<file path="src/rtl/scpi_parser_pkg.sv">
/*
  Shared constants and types for the program message parser.
  Assumes one byte-wide character stream and a single clock domain.
*/
`default_nettype none

package scpi_parser_pkg;

  // ----------------------------------------------------------------
  // Sizes
  // ----------------------------------------------------------------
  localparam int KW_COUNT = 24;
  localparam logic [3:0] MAX_CHARS = 4'd12;
  localparam logic [2:0] MAX_DEPTH = 3'd4;

  // ----------------------------------------------------------------
  // Characters
  // ----------------------------------------------------------------
  localparam logic [7:0] CH_LF = 8'h0a;
  localparam logic [7:0] CH_CR = 8'h0d;
  localparam logic [7:0] CH_SPACE = 8'h20;
  localparam logic [7:0] CH_STAR = 8'h2a;
  localparam logic [7:0] CH_COLON = 8'h3a;
  localparam logic [7:0] CH_SEMI = 8'h3b;
  localparam logic [7:0] CH_QUERY = 8'h3f;
  localparam logic [7:0] CH_DIGIT_0 = 8'h30;
  localparam logic [7:0] CH_DIGIT_9 = 8'h39;
  localparam logic [7:0] CH_UPPER_A = 8'h41;
  localparam logic [7:0] CH_UPPER_Z = 8'h5a;
  localparam logic [7:0] CH_LOWER_A = 8'h61;
  localparam logic [7:0] CH_LOWER_Z = 8'h7a;
  localparam logic [7:0] CASE_BIT = 8'h20;

  // ----------------------------------------------------------------
  // Keyword table: code is index plus one, zero means no match
  // ----------------------------------------------------------------
  typedef logic [4:0] kw_code_t;
  localparam kw_code_t KW_NONE = 5'h00;
  localparam kw_code_t KW_SOURCE = 5'h04;
  localparam kw_code_t KW_LAST_ROOT = 5'h09;

  localparam logic [95:0] KW_TEXT [KW_COUNT] = '{
    {"INITIATE", 32'h0}, {"MEASURE", 40'h0}, {"OUTPUT", 48'h0},
    {"SOURCE", 48'h0}, {"STATUS", 48'h0}, {"SYSTEM", 48'h0},
    {"VOLTAGE", 40'h0}, {"CURRENT", 40'h0}, {"FUNCTION", 32'h0},
    {"LEVEL", 56'h0}, {"IMMEDIATE", 24'h0}, {"TRIGGERED", 24'h0},
    {"MODE", 64'h0}, {"RANGE", 56'h0}, {"STATE", 56'h0},
    {"OPERATION", 24'h0}, {"PRESET", 48'h0}, {"QUESTIONABLE"},
    {"CONDITION", 24'h0}, {"ENABLE", 48'h0}, {"EVENT", 56'h0},
    {"ERROR", 56'h0}, {"AUTO", 64'h0}, {"VERSION", 40'h0}
  };
  localparam logic [3:0] KW_SHORT [KW_COUNT] = '{
    4'h4, 4'h4, 4'h4, 4'h4, 4'h4, 4'h4, 4'h4, 4'h4, 4'h4, 4'h3, 4'h3, 4'h4,
    4'h4, 4'h4, 4'h4, 4'h4, 4'h4, 4'h4, 4'h4, 4'h4, 4'h4, 4'h3, 4'h4, 4'h4
  };
  localparam logic [3:0] KW_LONG [KW_COUNT] = '{
    4'h8, 4'h7, 4'h6, 4'h6, 4'h6, 4'h6, 4'h7, 4'h7, 4'h8, 4'h5, 4'h9, 4'h9,
    4'h4, 4'h5, 4'h5, 4'h9, 4'h6, 4'hc, 4'h9, 4'h6, 4'h5, 4'h5, 4'h4, 4'h7
  };

  // ----------------------------------------------------------------
  // Types
  // ----------------------------------------------------------------
  typedef enum {
    ST_UNIT_START,
    ST_AFTER_COLON,
    ST_KEYWORD,
    ST_AFTER_QUERY,
    ST_PARAM,
    ST_COMMON,
    ST_DISCARD
  } state_e;

  typedef enum logic [2:0] {
    ERR_NONE,
    ERR_KEYWORD,
    ERR_ROOT,
    ERR_SYNTAX,
    ERR_DEPTH
  } err_e;

  typedef struct packed {
    kw_code_t [3:0] path;
    logic [2:0] path_len;
    logic is_query;
    logic is_common;
    logic has_param;
    logic [95:0] word;
  } unit_s;

endpackage

`default_nettype wire

</file>
<file path="src/rtl/scpi_message_parser.sv">
/*
  Program message parser: turns a host character stream into decoded
  message units with their tree path, query flag and parameter bytes.
  Assumes one byte per cycle at most, inputs synchronous to i_clk, and
  no back-pressure: every valid byte is consumed in its cycle.
*/
// Notes on behaviour
// RQ1: Keywords accepted in long or short spelling
// RQ2: Letter case ignored when matching keywords
// RQ3: Partial spellings rejected with an error
// RQ4: Colon separates keywords, moves one level deeper
// RQ5: Question mark after last keyword makes query
// RQ6: Parameter follows keyword after one space
// RQ7: Semicolon separates message units
// RQ8: Leading colon resets position to root
// RQ9: Unit without colon continues previous parent path
// RQ10: LF, CR or CR LF end a message
// RQ11: LF right after CR is ignored
// RQ12: Host ends every message with terminator
// RQ13: Terminator returns tree position to root
// RQ14: Optional source root keyword may be omitted
// RQ15: Only listed root keywords accepted at top
// RQ16: Next unit decoded at last colon level
// RQ17: Asterisk unit decoded as common command
// RQ18: Host uses bus end for binary data
// RQ19: First unit of message starts at root
// RQ20: Syntax error flags and discards the unit
`timescale 1ns/10ps
`default_nettype none

module scpi_message_parser (
  input wire logic i_clk,
  input wire logic i_reset_n,
  input wire logic i_byte_valid,
  input wire logic [7:0] i_byte,
  input wire logic i_byte_end,
  output logic o_unit_valid,
  output scpi_parser_pkg::unit_s o_unit,
  output logic o_param_valid,
  output logic [7:0] o_param_byte,
  output logic o_error,
  output scpi_parser_pkg::err_e o_error_cause,
  output logic o_msg_end
);

  // ----------------------------------------------------------------
  // Reset release
  // ----------------------------------------------------------------
  logic rst_meta;
  logic rst_n;

  always_ff @(posedge i_clk or negedge i_reset_n) begin
    if (!i_reset_n) begin
      rst_meta <= 1'b0;
      rst_n <= 1'b0;
    end else begin
      rst_meta <= 1'b1;
      rst_n <= rst_meta;
    end
  end

  // ----------------------------------------------------------------
  // Parser state
  // ----------------------------------------------------------------
  scpi_parser_pkg::state_e state;
  scpi_parser_pkg::state_e next_state;
  logic [95:0] word;
  logic [95:0] next_word;
  logic [3:0] word_len;
  logic [3:0] next_word_len;
  logic [2:0] depth;
  logic [2:0] next_depth;
  scpi_parser_pkg::kw_code_t [3:0] path;
  scpi_parser_pkg::kw_code_t [3:0] next_path;
  logic [2:0] path_len;
  logic [2:0] next_path_len;
  logic query;
  logic next_query;
  logic param;
  logic next_param;
  logic common;
  logic next_common;
  logic prev_cr;

  // ----------------------------------------------------------------
  // Character classes
  // ----------------------------------------------------------------
  logic [7:0] up;
  logic is_letter;
  logic is_digit;
  logic is_cr;
  logic is_lf;
  logic skip_lf;
  logic take;
  logic is_term;

  always_comb begin
    up = i_byte;
    if (i_byte >= scpi_parser_pkg::CH_LOWER_A && i_byte <= scpi_parser_pkg::CH_LOWER_Z) begin
      up = i_byte - scpi_parser_pkg::CASE_BIT; // [RQ2]
    end
    is_letter = up >= scpi_parser_pkg::CH_UPPER_A && up <= scpi_parser_pkg::CH_UPPER_Z;
    is_digit = up >= scpi_parser_pkg::CH_DIGIT_0 && up <= scpi_parser_pkg::CH_DIGIT_9;
    is_cr = i_byte == scpi_parser_pkg::CH_CR;
    is_lf = i_byte == scpi_parser_pkg::CH_LF;
    skip_lf = is_lf && prev_cr; // [RQ11]
    take = i_byte_valid && !skip_lf;
    is_term = is_cr || is_lf || i_byte_end; // [RQ10]
  end

  // CR flag so a following LF is swallowed
  always_ff @(posedge i_clk or negedge rst_n) begin
    if (!rst_n) begin
      prev_cr <= 1'b0;
    end else if (i_byte_valid) begin
      prev_cr <= is_cr && !skip_lf; // [RQ11]
    end
  end

  // ----------------------------------------------------------------
  // Keyword lookup
  // ----------------------------------------------------------------
  scpi_parser_pkg::kw_code_t kw_hit;
  logic kw_root_ok;

  always_comb begin
    logic same;
    same = 1'b1;
    kw_hit = scpi_parser_pkg::KW_NONE;
    for (int i = 0; i < scpi_parser_pkg::KW_COUNT; i++) begin
      same = 1'b1;
      for (int j = 0; j < 12; j++) begin
        if (4'(j) < word_len && word[95 - 8 * j -: 8] != scpi_parser_pkg::KW_TEXT[i][95 - 8 * j -: 8]) begin
          same = 1'b0;
        end
      end
      // Only the exact short or complete long length may match
      // Shared short spelling: top level keeps the root word, deeper ones the later
      if (same && word_len != 4'h0 && (kw_hit == scpi_parser_pkg::KW_NONE || depth != 3'd0) &&
          (word_len == scpi_parser_pkg::KW_SHORT[i] || word_len == scpi_parser_pkg::KW_LONG[i])) begin
        kw_hit = 5'(i + 1); // [RQ1] [RQ3]
      end
    end
    kw_root_ok = depth != 3'd0 || kw_hit <= scpi_parser_pkg::KW_LAST_ROOT; // [RQ15]
  end

  // ----------------------------------------------------------------
  // Next-state decode
  // ----------------------------------------------------------------
  logic emit;
  logic err;
  scpi_parser_pkg::err_e cause;
  logic pass_param;
  logic msg_end;
  logic placed;

  always_comb begin
    next_state = state;
    next_word = word;
    next_word_len = word_len;
    next_depth = depth;
    next_path = path;
    next_path_len = path_len;
    next_query = query;
    next_param = param;
    next_common = common;
    emit = 1'b0;
    err = 1'b0;
    cause = scpi_parser_pkg::ERR_NONE;
    pass_param = 1'b0;
    msg_end = 1'b0;
    placed = 1'b0;
    if (take) begin
      case (state)
        scpi_parser_pkg::ST_UNIT_START: begin
          next_query = 1'b0;
          next_param = 1'b0;
          next_common = 1'b0;
          next_word = '0;
          next_word_len = 4'h0;
          if (is_term) begin
            next_state = scpi_parser_pkg::ST_UNIT_START;
          end else if (i_byte == scpi_parser_pkg::CH_SPACE) begin
            next_state = scpi_parser_pkg::ST_UNIT_START;
          end else if (i_byte == scpi_parser_pkg::CH_COLON) begin
            next_depth = 3'd0; // [RQ8]
            next_path_len = 3'd0;
            next_state = scpi_parser_pkg::ST_AFTER_COLON;
          end else if (i_byte == scpi_parser_pkg::CH_STAR) begin
            next_common = 1'b1; // [RQ17]
            next_path_len = 3'd0;
            next_state = scpi_parser_pkg::ST_COMMON;
          end else if (is_letter) begin
            // Depth still holds the level of the previous unit's last keyword
            next_path_len = depth; // [RQ9] [RQ16]
            next_word[95 -: 8] = up;
            next_word_len = 4'h1;
            next_state = scpi_parser_pkg::ST_KEYWORD;
          end else begin
            err = 1'b1;
            cause = scpi_parser_pkg::ERR_SYNTAX; // [RQ20]
            next_state = scpi_parser_pkg::ST_DISCARD;
          end
        end
        scpi_parser_pkg::ST_AFTER_COLON: begin
          if (is_letter && !is_term) begin
            next_word = '0;
            next_word[95 -: 8] = up;
            next_word_len = 4'h1;
            next_state = scpi_parser_pkg::ST_KEYWORD;
          end else begin
            err = 1'b1;
            cause = scpi_parser_pkg::ERR_SYNTAX; // [RQ20]
            next_state = i_byte == scpi_parser_pkg::CH_SEMI ? scpi_parser_pkg::ST_UNIT_START
                                                            : scpi_parser_pkg::ST_DISCARD;
            next_depth = 3'd0;
          end
        end
        scpi_parser_pkg::ST_KEYWORD: begin
          if (is_letter && !is_term) begin
            if (word_len == scpi_parser_pkg::MAX_CHARS) begin
              err = 1'b1;
              cause = scpi_parser_pkg::ERR_KEYWORD; // [RQ3]
              next_state = scpi_parser_pkg::ST_DISCARD;
            end else begin
              for (int j = 0; j < 12; j++) begin
                if (4'(j) == word_len) begin
                  next_word[95 - 8 * j -: 8] = up;
                end
              end
              next_word_len = word_len + 4'h1;
            end
          end else if (!(is_term || i_byte == scpi_parser_pkg::CH_COLON ||
                         i_byte == scpi_parser_pkg::CH_QUERY ||
                         i_byte == scpi_parser_pkg::CH_SPACE ||
                         i_byte == scpi_parser_pkg::CH_SEMI)) begin
            err = 1'b1;
            cause = scpi_parser_pkg::ERR_SYNTAX; // [RQ20]
            next_state = scpi_parser_pkg::ST_DISCARD;
          end else if (kw_hit == scpi_parser_pkg::KW_NONE || !kw_root_ok) begin
            err = 1'b1;
            cause = kw_hit == scpi_parser_pkg::KW_NONE ? scpi_parser_pkg::ERR_KEYWORD
                                                     : scpi_parser_pkg::ERR_ROOT; // [RQ3] [RQ15]
            next_state = i_byte == scpi_parser_pkg::CH_SEMI ? scpi_parser_pkg::ST_UNIT_START
                                                            : scpi_parser_pkg::ST_DISCARD;
            next_depth = 3'd0;
          end else begin
            // Optional source root adds no level of its own
            placed = !(kw_hit == scpi_parser_pkg::KW_SOURCE && depth == 3'd0); // [RQ14]
            if (placed) begin
              next_path[depth[1:0]] = kw_hit;
              next_path_len = depth + 3'd1;
            end
            if (i_byte == scpi_parser_pkg::CH_COLON) begin
              next_depth = placed ? depth + 3'd1 : depth; // [RQ4]
              next_state = scpi_parser_pkg::ST_AFTER_COLON;
              if (next_depth == scpi_parser_pkg::MAX_DEPTH) begin
                err = 1'b1;
                cause = scpi_parser_pkg::ERR_DEPTH;
                next_depth = 3'd0;
                next_state = scpi_parser_pkg::ST_DISCARD;
              end
            end else if (i_byte == scpi_parser_pkg::CH_QUERY) begin
              next_query = 1'b1; // [RQ5]
              next_state = scpi_parser_pkg::ST_AFTER_QUERY;
            end else if (i_byte == scpi_parser_pkg::CH_SPACE) begin
              next_param = 1'b1; // [RQ6]
              next_state = scpi_parser_pkg::ST_PARAM;
            end else begin
              emit = 1'b1; // [RQ7]
              next_state = scpi_parser_pkg::ST_UNIT_START;
            end
          end
        end
        scpi_parser_pkg::ST_AFTER_QUERY: begin
          if (i_byte == scpi_parser_pkg::CH_SPACE && !is_term) begin
            next_param = 1'b1; // [RQ6]
            next_state = scpi_parser_pkg::ST_PARAM;
          end else if (is_term || i_byte == scpi_parser_pkg::CH_SEMI) begin
            emit = 1'b1; // [RQ7]
            next_state = scpi_parser_pkg::ST_UNIT_START;
          end else begin
            err = 1'b1;
            cause = scpi_parser_pkg::ERR_SYNTAX; // [RQ20]
            next_state = scpi_parser_pkg::ST_DISCARD;
          end
        end
        scpi_parser_pkg::ST_PARAM, scpi_parser_pkg::ST_COMMON: begin
          if (is_term || i_byte == scpi_parser_pkg::CH_SEMI) begin
            // Byte other than CR or LF flagged with bus end is still data inside a parameter
            pass_param = param && i_byte_end && !is_cr && !is_lf;
            emit = 1'b1; // [RQ7]
            next_state = scpi_parser_pkg::ST_UNIT_START;
          end else if (state == scpi_parser_pkg::ST_PARAM) begin
            pass_param = 1'b1; // [RQ6]
          end else if (i_byte == scpi_parser_pkg::CH_SPACE) begin
            next_param = 1'b1;
            next_state = scpi_parser_pkg::ST_PARAM;
          end else if (i_byte == scpi_parser_pkg::CH_QUERY) begin
            next_query = 1'b1;
          end else if ((is_letter || is_digit) && word_len != scpi_parser_pkg::MAX_CHARS) begin
            for (int j = 0; j < 12; j++) begin
              if (4'(j) == word_len) begin
                next_word[95 - 8 * j -: 8] = up; // [RQ17]
              end
            end
            next_word_len = word_len + 4'h1;
          end else begin
            err = 1'b1;
            cause = scpi_parser_pkg::ERR_SYNTAX; // [RQ20]
            next_state = scpi_parser_pkg::ST_DISCARD;
          end
        end
        scpi_parser_pkg::ST_DISCARD: begin
          if (i_byte == scpi_parser_pkg::CH_SEMI) begin
            next_depth = 3'd0;
            next_state = scpi_parser_pkg::ST_UNIT_START; // [RQ20]
          end
        end
        default: begin
          next_state = scpi_parser_pkg::ST_UNIT_START;
        end
      endcase
      if (is_term) begin
        msg_end = 1'b1;
        next_depth = 3'd0; // [RQ13] [RQ19]
        next_state = scpi_parser_pkg::ST_UNIT_START;
      end
    end
  end

  // ----------------------------------------------------------------
  // State registers
  // ----------------------------------------------------------------
  always_ff @(posedge i_clk or negedge rst_n) begin
    if (!rst_n) begin
      state <= scpi_parser_pkg::ST_UNIT_START;
      word <= '0;
      word_len <= 4'h0;
      depth <= 3'd0;
      path <= '0;
      path_len <= 3'd0;
      query <= 1'b0;
      param <= 1'b0;
      common <= 1'b0;
    end else begin
      state <= next_state;
      word <= next_word;
      word_len <= next_word_len;
      depth <= next_depth;
      path <= next_path;
      path_len <= next_path_len;
      query <= next_query;
      param <= next_param;
      common <= next_common;
    end
  end

  // ----------------------------------------------------------------
  // Output registers
  // ----------------------------------------------------------------
  always_ff @(posedge i_clk or negedge rst_n) begin
    if (!rst_n) begin
      o_unit_valid <= 1'b0;
      o_unit <= '0;
      o_param_valid <= 1'b0;
      o_param_byte <= 8'h00;
      o_error <= 1'b0;
      o_error_cause <= scpi_parser_pkg::ERR_NONE;
      o_msg_end <= 1'b0;
    end else begin
      o_unit_valid <= emit;
      if (emit) begin
        o_unit <= {next_path, next_path_len, next_query, next_common, next_param, next_word};
      end
      o_param_valid <= pass_param;
      if (pass_param) begin
        o_param_byte <= i_byte;
      end
      o_error <= err;
      if (err) begin
        o_error_cause <= cause;
      end
      o_msg_end <= msg_end;
    end
  end

endmodule

`default_nettype wire

</file>
<file path="config.mk">
export PLATFORM = sky130hd
export DESIGN_NAME = scpi_message_parser
export DESIGN_NICKNAME = d
export VERILOG_FILES = /design/src/rtl/scpi_parser_pkg.sv /design/src/rtl/scpi_message_parser.sv
export SDC_FILE = /design/constraint.sdc
export NUM_CORES = 1
export LEC_CHECK = 0
export BUFFER_PORTS_ARGS = -buffer_cell sky130_fd_sc_hd__buf_2
export CORE_ASPECT_RATIO = 0.6
export CORE_UTILIZATION = 50
export CTS_CLUSTER_SIZE = 20
export DETAILED_ROUTE_END_ITERATION = 10
export PLACE_DENSITY = 0.76
export SETUP_SLACK_MARGIN = 0.1
export SYNTH_ARGS = -nofsm -noshare
export SYNTH_HDL_FRONTEND = slang
export SYNTH_SLANG_ARGS = --single-unit
</file>
<file path="constraint.sdc">
create_clock -name i_clk -period 14.25 [get_ports i_clk]
set_input_delay 0 -clock i_clk [delete_from_list [all_inputs] [get_ports i_clk]]
set_output_delay 0 -clock i_clk [all_outputs]
set_load 0.005 [all_outputs]
</file>
==> run summary, run 1 <==
Status - completed
TritonRoute pass-1 iters - 5
Non-Filler Instances - 2122
Number of global-route vias before repair - 12960
H-tree levels - 1
Post-Syn Area - 15410 um^2
Die Outline Area - 31550 um^2
Critical path's most frequent cell - buf_4
Reg power frac - 0.439
Tot GR Track Use - 0.3494
Inst Count DP - 2071
Syn_nets - 1613
Critical Path Start Type - flop
Post-Place Worst Slack - 7236 ps
Final WL - 55.44 mm
Post-synth EDFFs - 0
Worst setup EP type - flop
Final slew viol count - 0
Initial antenna violation count - 1
Initial Utilization - 0.5119
Most frequent cells in the layout - dfrtp_1 (271), nand2_1 (151), buf_2 (148)
Layout net count - 1717
Worst Hold Depth - 2
Worst relative slew slack - 0.09006
Synth cell types - 90
Measured slew at the worst slew-check pin - 1352 ps
Gpl congestion - 1.033
Reg-to-reg startpoint - word_len[1]$_DFFE_PN0P_
Num CTS Buffers - 25
Post-DP HPWL - 40.71 mm
Main synth FF type - dfrtp_1
CTS clk-pin slew, worst paths - 70 ps
Area share of fa/ha/maj cells after synthesis - 0.006496
Setup Skew - 16.14 ps
Hold Vio Cnt, Final - 0
Hold_sp - i_byte[3]
Synth Area in Compound Gates - 0.2017
CTS root buffer - clkbuf_16
Vias post-DR - 14140
Critical Path RT - 14680 ps
Diodes inserted - 0
Post-CTS sizing - 0
F_max - 0.1369 GHz
Final worst slack - 6948 ps
Post-Synth Simple-Gate Area - 0.2010
Routed Antenna Nets - 0
Multiplexer area fraction after synthesis - 0.1108
GRT Residual Overflow - 0
Crit path DAT - 7740 ps
Hold crit path type - in2reg
Layout cells sized above 1 - 0.2334
Seq cells post-synth - 272
First-pass GRT wire length - 82.87 mm
Via/cell ratio - 6.664
Hold buffers post-CTS - 7
Hold EP - word[91]$_DFF_PN0_
CP Max Fanout - 57
Main combinational cell family by area after synthesis - compound AO/OA/AOI/OAI gates
Synth warn - 0
Net Sw Frac - 0.3317
Die Wd - 228.6 um
Worst-path cell chain - inv_1 -> ha_1 -> nor3b_2 -> buf_4 -> nor4_1 -> nand4_1 -> nand2_1 -> nor3_1 -> nand4_1 -> o211ai_1 -> o21ai_4 -> buf_4 -> buf_4 -> mux2_2
# IOs - 149
I/O Buffers - 148
Setup TNS - 0 ps
Clock Latency Late Sink - 550 ps
RSZ-0062 raised after global routing - no
Seq/Total Area, Yosys - 0.4417
P&R area growth vs syn - 12.41%
DIE HEIGHT - 138.0 um
Slowest Stage Delay on Critical Path - 1130 ps
Async S/R FF share, synth - 1.000
Net Sw Power - 0.0006581 W
Total of max-cap violations - 0
Drt initial violations - 1721
Clock net sink count - 272
CTS tree - yes
Fin crit period - 7302 ps
Combinational power share - 0.230
Clock Path Buffers - 3
Largest net degree at the start of global routing - 84
Pleak - 8.125 nW
Syn avg cell area - 9.673 um^2
Int Pwr - 0.001326 W
PD cells - 114.6 nW/um^2
Final Cycle Share - 0.5124
Gate Count Post-Synth - 1593
Worst R2R End - o_unit[86]$_DFFE_PN0P_
Crit Path Class - reg2reg
CP max-delay cell - nor4_1
Postcts setup bufs - 0
Drt wl/cell - 26.13 um
R2R setup slack - 6950 ps
VDD IR max - 0.09783 mV
Clock share of power - 0.332
Most common cell after layout, fill and taps aside - dfrtp_1
Number of core rows - 49
FF-to-FF path depth - 14
CORE AREA - 30100 um^2
# DRC - 0
Post-synthesis xor/xnor area fraction - 0.0005684
Final Setup Violations - 0
## logic make-up after synthesis
logic type / Yosys count
flip-flops: 272
XOR/XNOR: 1
buffers and inverters: 139
AO/OA/AOI/OAI: 478
multiplexers: 153
adder cells (fa/ha/maj): 8
AND/OR/NAND/NOR: 541
other: 1
## layout make-up
| class | instances | area [um^2] |
|---|---|---|
| fill | 2580 | 12780 |
| sequential | 272 | 6810 |
| tap | 408 | 510.5 |
| multi-input combinational | 1182 | 8073 |
| clock inverter | 8 | 46.29 |
| timing repair buffer | 183 | 1021 |
| inverter | 33 | 123.9 |
| clock buffer | 36 | 737.0 |
## how the worst max path moves through the flow
stage / end / depth (start not counted) / slack (ps) / from
after floorplan: common$_DFF_PN0_ / 0 / 6110 / rst_n$_DFF_PN0_
after detailed placement: o_unit[67]$_DFFE_PN0P_ / 14 / 7240 / word_len[1]$_DFFE_PN0P_
final: o_unit[86]$_DFFE_PN0P_ / 14 / 6950 / word_len[1]$_DFFE_PN0P_
after global routing: o_unit[88]$_DFFE_PN0P_ / 14 / 6630 / word_len[1]$_DFFE_PN0P_
after CTS: o_unit[67]$_DFFE_PN0P_ / 14 / 7150 / word_len[1]$_DFFE_PN0P_
after global placement: o_unit[82]$_DFFE_PN0P_ / 14 / 7300 / word_len[1]$_DFFE_PN0P_
## layer usage
layer  vias up  global-route usage  routed length [um]
met5         -                   0                   0
met4         0             0.06227                 879
met3        68             0.08923                5955
met2       784              0.4821               22010
met1      7096              0.5448               26600
li1       6194                   -                   -
## power groups by stage
stage               logic, W  registers [W]  clock network (W)
floorplan           0.000285       0.000872                  0
global placement    0.000442       0.000881                  0
detailed placement  0.000444       0.000883                  0
CTS                 0.000448       0.000869           0.000666
global route        0.000490       0.000876           0.000697
finish              0.000456       0.000870           0.000658
## flip-flops by register name, indices dropped and copies added, names as in the netlist
name           flops
depth              3
o_param_byte       8
word              96
o_param_valid      1
prev_cr            1
path              20
word_len           4
o_error            1
param              1
state              3
rst_meta           1
o_unit           122
o_msg_end          1
query              1
common             1
o_unit_valid       1
path_len           3
o_error_cause      3
rst_n              1
## synthesized netlist by cell type, types with 5 or more instances
cell type	count	area, um^2
o21ai_0	142	710.7
nand2b_1	19	118.9
o31ai_1	5	37.54
inv_1	32	120.1
buf_4	5	37.54
o2111ai_1	7	61.31
a21oi_1	102	510.5
buf_2	23	115.1
clkbuf_1	76	285.3
nor4_4	5	106.4
ha_1	8	100.1
a41oi_1	10	87.58
or3_1	5	31.28
a22o_1	28	245.2
nor3_1	39	195.2
mux2i_1	12	120.1
a2111oi_0	7	61.31
nor4_1	21	131.4
mux2_2	136	1531
nand3b_1	7	52.55
a31o_2	5	43.79
and2_1	11	68.82
or4_1	15	112.6
nor2_1	82	307.8
dfrtp_1	272	6807
nand4b_1	10	87.58
nor4b_1	14	122.6
a32oi_1	6	52.55
a211oi_1	10	75.07
nor4b_2	6	90.09
a21o_1	61	457.9
or2_2	5	31.28
nand4_1	31	193.9
nand2_1	151	566.8
nand3_1	51	255.2
o211ai_1	9	67.56
mux2_1	5	56.30
a31oi_1	30	187.7
a22oi_1	9	67.56
nor4bb_1	15	150.1
a2bb2oi_1	5	43.79
a211o_1	5	43.79
nor2b_1	19	118.9
## through the flow
stage	hold slack, ps	cell area, um^2	total power (W)	util
after floorplan	-295.6	15410	0.001158	-
after global placement	-213.6	16470	0.001323	0.5471
after detailed placement	-210.4	16470	0.001327	0.5471
after CTS	101.8	17320	0.001983	0.5754
after global routing	112.4	17320	0.002063	0.5754
final	149.4	17320	0.001984	0.5754
## worst max-delay path, delay by kind of cell, from the launching register on
| kind | cells | cell delay [ps] |
|---|---|---|
| simple gates | 6 | 2640 |
| buf+inv | 4 | 1800 |
| compound gates | 2 | 940 |
| flops | 1 | 770 |
| fa+ha+maj | 1 | 480 |
| mux | 1 | 410 |
Power figures use the tool's default switching activity.
==> inputs of run 2 (changes only) <==
--- a/config.mk
+++ b/config.mk
@@ -10,7 +10,7 @@
 export CORE_UTILIZATION = 50
 export CTS_CLUSTER_SIZE = 20
 export DETAILED_ROUTE_END_ITERATION = 10
-export PLACE_DENSITY = 0.76
+export PLACE_DENSITY = 0.79
 export SETUP_SLACK_MARGIN = 0.1
 export SYNTH_ARGS = -nofsm -noshare
 export SYNTH_HDL_FRONTEND = slang
==> constraint.sdc (replaced) <==
create_clock -name i_clk -period 5.9 [get_ports i_clk]
set_input_delay 0 -clock i_clk [delete_from_list [all_inputs] [get_ports i_clk]]
set_output_delay 0 -clock i_clk [all_outputs]
set_load 0.005 [all_outputs]
==> run 2 against run 1 <==
Non-clock buffer count rose by 29. Sequential share of layout area fell by 0.72 points. Flip-flop and latch count did not move. Die area did not move. Clock skew rose by 4.0 ps. Final area rose by 1.9%. Final cell count rose by 1.3%. Clock-buffer cell count fell by 4. Power rose to 2.5 times the previous value. Via count rose by 1.3%. Clock power rose to 2.6 times the previous value. Register-to-register slack got worse by 6600 ps. Critical endpoint is now o_unit[117]$_DFFE_PN0P_. Largest cell class unchanged.
==> run summary, run 2 (synthesis results as in run 1) <==
Final Cycle Share - 0.9424 (+0.4299)
Pleak - 8.306 nW (+2.2%)
Drt initial violations - 1864 (+8.3%)
Critical Path Start Type - flop
Most frequent cells in the layout - dfrtp_1 (271), nand2_1 (151), buf_2 (148)
Die Wd - 228.6 um (unchanged)
Net Sw Frac - 0.3286 (-0.003089)
Combinational power share - 0.233 (+0.003)
PD cells - 281.2 nW/um^2 (+150%)
Worst setup EP type - flop
Post-CTS sizing - 0 (unchanged)
Worst relative slew slack - 0.1369 (+0.04679)
Crit Path Class - reg2reg
Drt wl/cell - 26.25 um (+0.48%)
TritonRoute pass-1 iters - 6 (+1)
Tot GR Track Use - 0.3518 (+0.002412)
Fin crit period - 5560 ps (-1742 ps)
Worst-path cell chain - nor2b_1 -> o21ai_0 -> or3b_1 -> a2111oi_1 -> nor3_1 -> nand4_1 -> o221ai_4 -> nor4_4 -> mux2_2 -> mux2_2
Crit path DAT - 5990 ps (-1750 ps)
Fillers - 2546 (-1.3%)
# DRC - 0 (unchanged)
Reg power frac - 0.421 (-0.018)
Sequential cell area - 6810 um^2 (unchanged)
CP Max Fanout - 23 (-60%)
Number of global-route vias before repair - 12970 (+0.069%)
CTS tree - yes
Layout net count - 1746 (+1.7%)
Non-Filler Instances - 2150 (+1.3%)
VDD IR max - 0.2670 mV (+170%)
CORE AREA - 30100 um^2 (unchanged)
Post-DP HPWL - 41.46 mm (+1.8%)
Setup TNS - 0 ps (unchanged)
Critical Path Start - word_len[3]$_DFFE_PN0P_
Final slew viol count - 0 (unchanged)
Initial Utilization - 0.5119 (unchanged)
Clock Path Buffers - 3 (unchanged)
R2R setup slack - 340 ps (-6610 ps)
Final WL - 56.44 mm (+1.8%)
Vias post-DR - 14330 (+1.3%)
Final Util - 0.5862 (+0.01077)
Largest Register - o_unit
Inst Count DP - 2100 (+1.4%)
I/O Buffers - 148 (unchanged)
Hold_sp - i_byte[1]
Postcts setup bufs - 0 (unchanged)
Clock Latency Late Sink - 560 ps (about the same)
Layout cells sized above 1 - 0.2463 (+0.01290)
Setup Skew - 20.09 ps (+3.957 ps)
Critical Path RT - 6330 ps (-8350 ps)
Num CTS Buffers - 25 (unchanged)
Via/cell ratio - 6.663 (about the same)
Hold Vio Cnt, Final - 0 (unchanged)
Gpl congestion - 1.084 (+4.9%)
CP max-delay cell - a2111oi_1
Biggest regs - o_unit: 122 flops, word: 96 flops, path: 20 flops
Reg-to-reg startpoint - word_len[3]$_DFFE_PN0P_
CTS root buffer - clkbuf_16
Measured slew at the worst slew-check pin - 1292 ps (-60.21 ps)
Hold crit path type - in2reg
F_max - 0.1799 GHz (+31%)
Final Setup Violations - 0 (unchanged)
Critical path's most frequent cell - mux2_2
H-tree levels - 1 (unchanged)
Worst R2R End - o_unit[117]$_DFFE_PN0P_
GRT Residual Overflow - 0 (unchanged)
Status - completed
# IOs - 149 (unchanged)
Number of core rows - 49 (unchanged)
Net Sw Power - 0.001630 W (+150%)
Area of the multi-input gates - 8068 um^2 (about the same)
Slowest Stage Delay on Critical Path - 880 ps (-250 ps)
Diodes inserted - 0 (unchanged)
Hold EP - word[89]$_DFF_PN0_
First-pass GRT wire length - 83.33 mm (+0.56%)
Clock share of power - 0.346 (+0.014)
Int Pwr - 0.003331 W (+150%)
Worst Hold Depth - 2 (unchanged)
Clock net sink count - 272 (unchanged)
P&R area growth vs syn - 14.51%
RSZ-0062 raised after global routing - no
Initial antenna violation count - 0 (-1)
Total of max-cap violations - 0 (unchanged)
Max reg flops - 122 (unchanged)
Hold buffers post-CTS - 7 (unchanged)
Largest net degree at the start of global routing - 159 (+89%)
CTS clk-pin slew, worst paths - 70 ps (about the same)
DIE HEIGHT - 138.0 um (unchanged)
Die Outline Area - 31550 um^2 (unchanged)
Routed Antenna Nets - 0 (unchanged)
Most common cell after layout, fill and taps aside - dfrtp_1
FF-to-FF path depth - 10 (-4)
[run 2: cell types whose count changed in the layout (fill, tap and decap cells not counted), moves of 2 or more]
cell / previous run / this run
clkbuf_8: 7 / 5
buf_12: 0 / 4
clkbuf_1: 4 / 2
clkinv_2: 6 / 4
buf_4: 28 / 53
bufinv_16: 0 / 3
[run 2: final cells by class]
| cell class | count | area share |
|---|---|---|
| Clock buffer | 32 | 0.03978 |
| Clock inverter | 11 | 0.008083 |
| Inverter | 33 | 0.007020 |
| Multi-Input combinational cell | 1182 | 0.4572 |
| Sequential cell | 272 | 0.3859 |
| Tap cell | 408 | 0.02893 |
| Timing Repair Buffer | 212 | 0.07303 |
[run 2: power groups by stage]
stage	combinational, W	clock [W]	sequential [W]
finish	0.00116	0.00172	0.00209
global route	0.00123	0.00179	0.00211
CTS	0.00112	0.00173	0.00209
global placement	0.00111	0	0.00212
detailed placement	0.00111	0	0.00212
floorplan	0.000689	0	0.00211
[run 2: worst max path at each step]
stage | to | cells past startpoint | slack, ps
floorplan | common$_DFF_PN0_ | 0 | 1440
global placement | o_unit[104]$_DFFE_PN0P_ | 10 | 880
detailed placement | o_unit[117]$_DFFE_PN0P_ | 10 | 670
CTS | o_unit[111]$_DFFE_PN0P_ | 10 | 600
global route | o_unit[104]$_DFFE_PN0P_ | 13 | 200
finish | o_unit[117]$_DFFE_PN0P_ | 10 | 340
[run 2: per-layer routing]
metal  GRT usage  vias to the layer above  share of wire
li1            -                     6255              -
met3     0.08820                      106           0.11
met4     0.07644                        0          0.020
met1      0.5438                     7172           0.48
met5    0.007813                        -              0
met2      0.4862                      793           0.40
[run 2: worst max-delay path: cells and delay by family (launching register included)]
family | cells | cell delay, ps
flops | 1 | 740
mux | 2 | 660
simple gates | 5 | 2260
compound gates | 3 | 1740
[run 2: per-stage QoR]
step	hold slack, ps	area, um^2	setup slack [ps]	power [W]
final	128.6	17650	340.0	0.004962
after CTS	55.68	17650	603.2	0.004937
after global placement	-214.9	16730	882.2	0.003227
after detailed placement	-209.1	16730	669.4	0.003233
after floorplan	-295.6	15410	1441	0.002796
after global routing	110.4	17650	200.3	0.005130
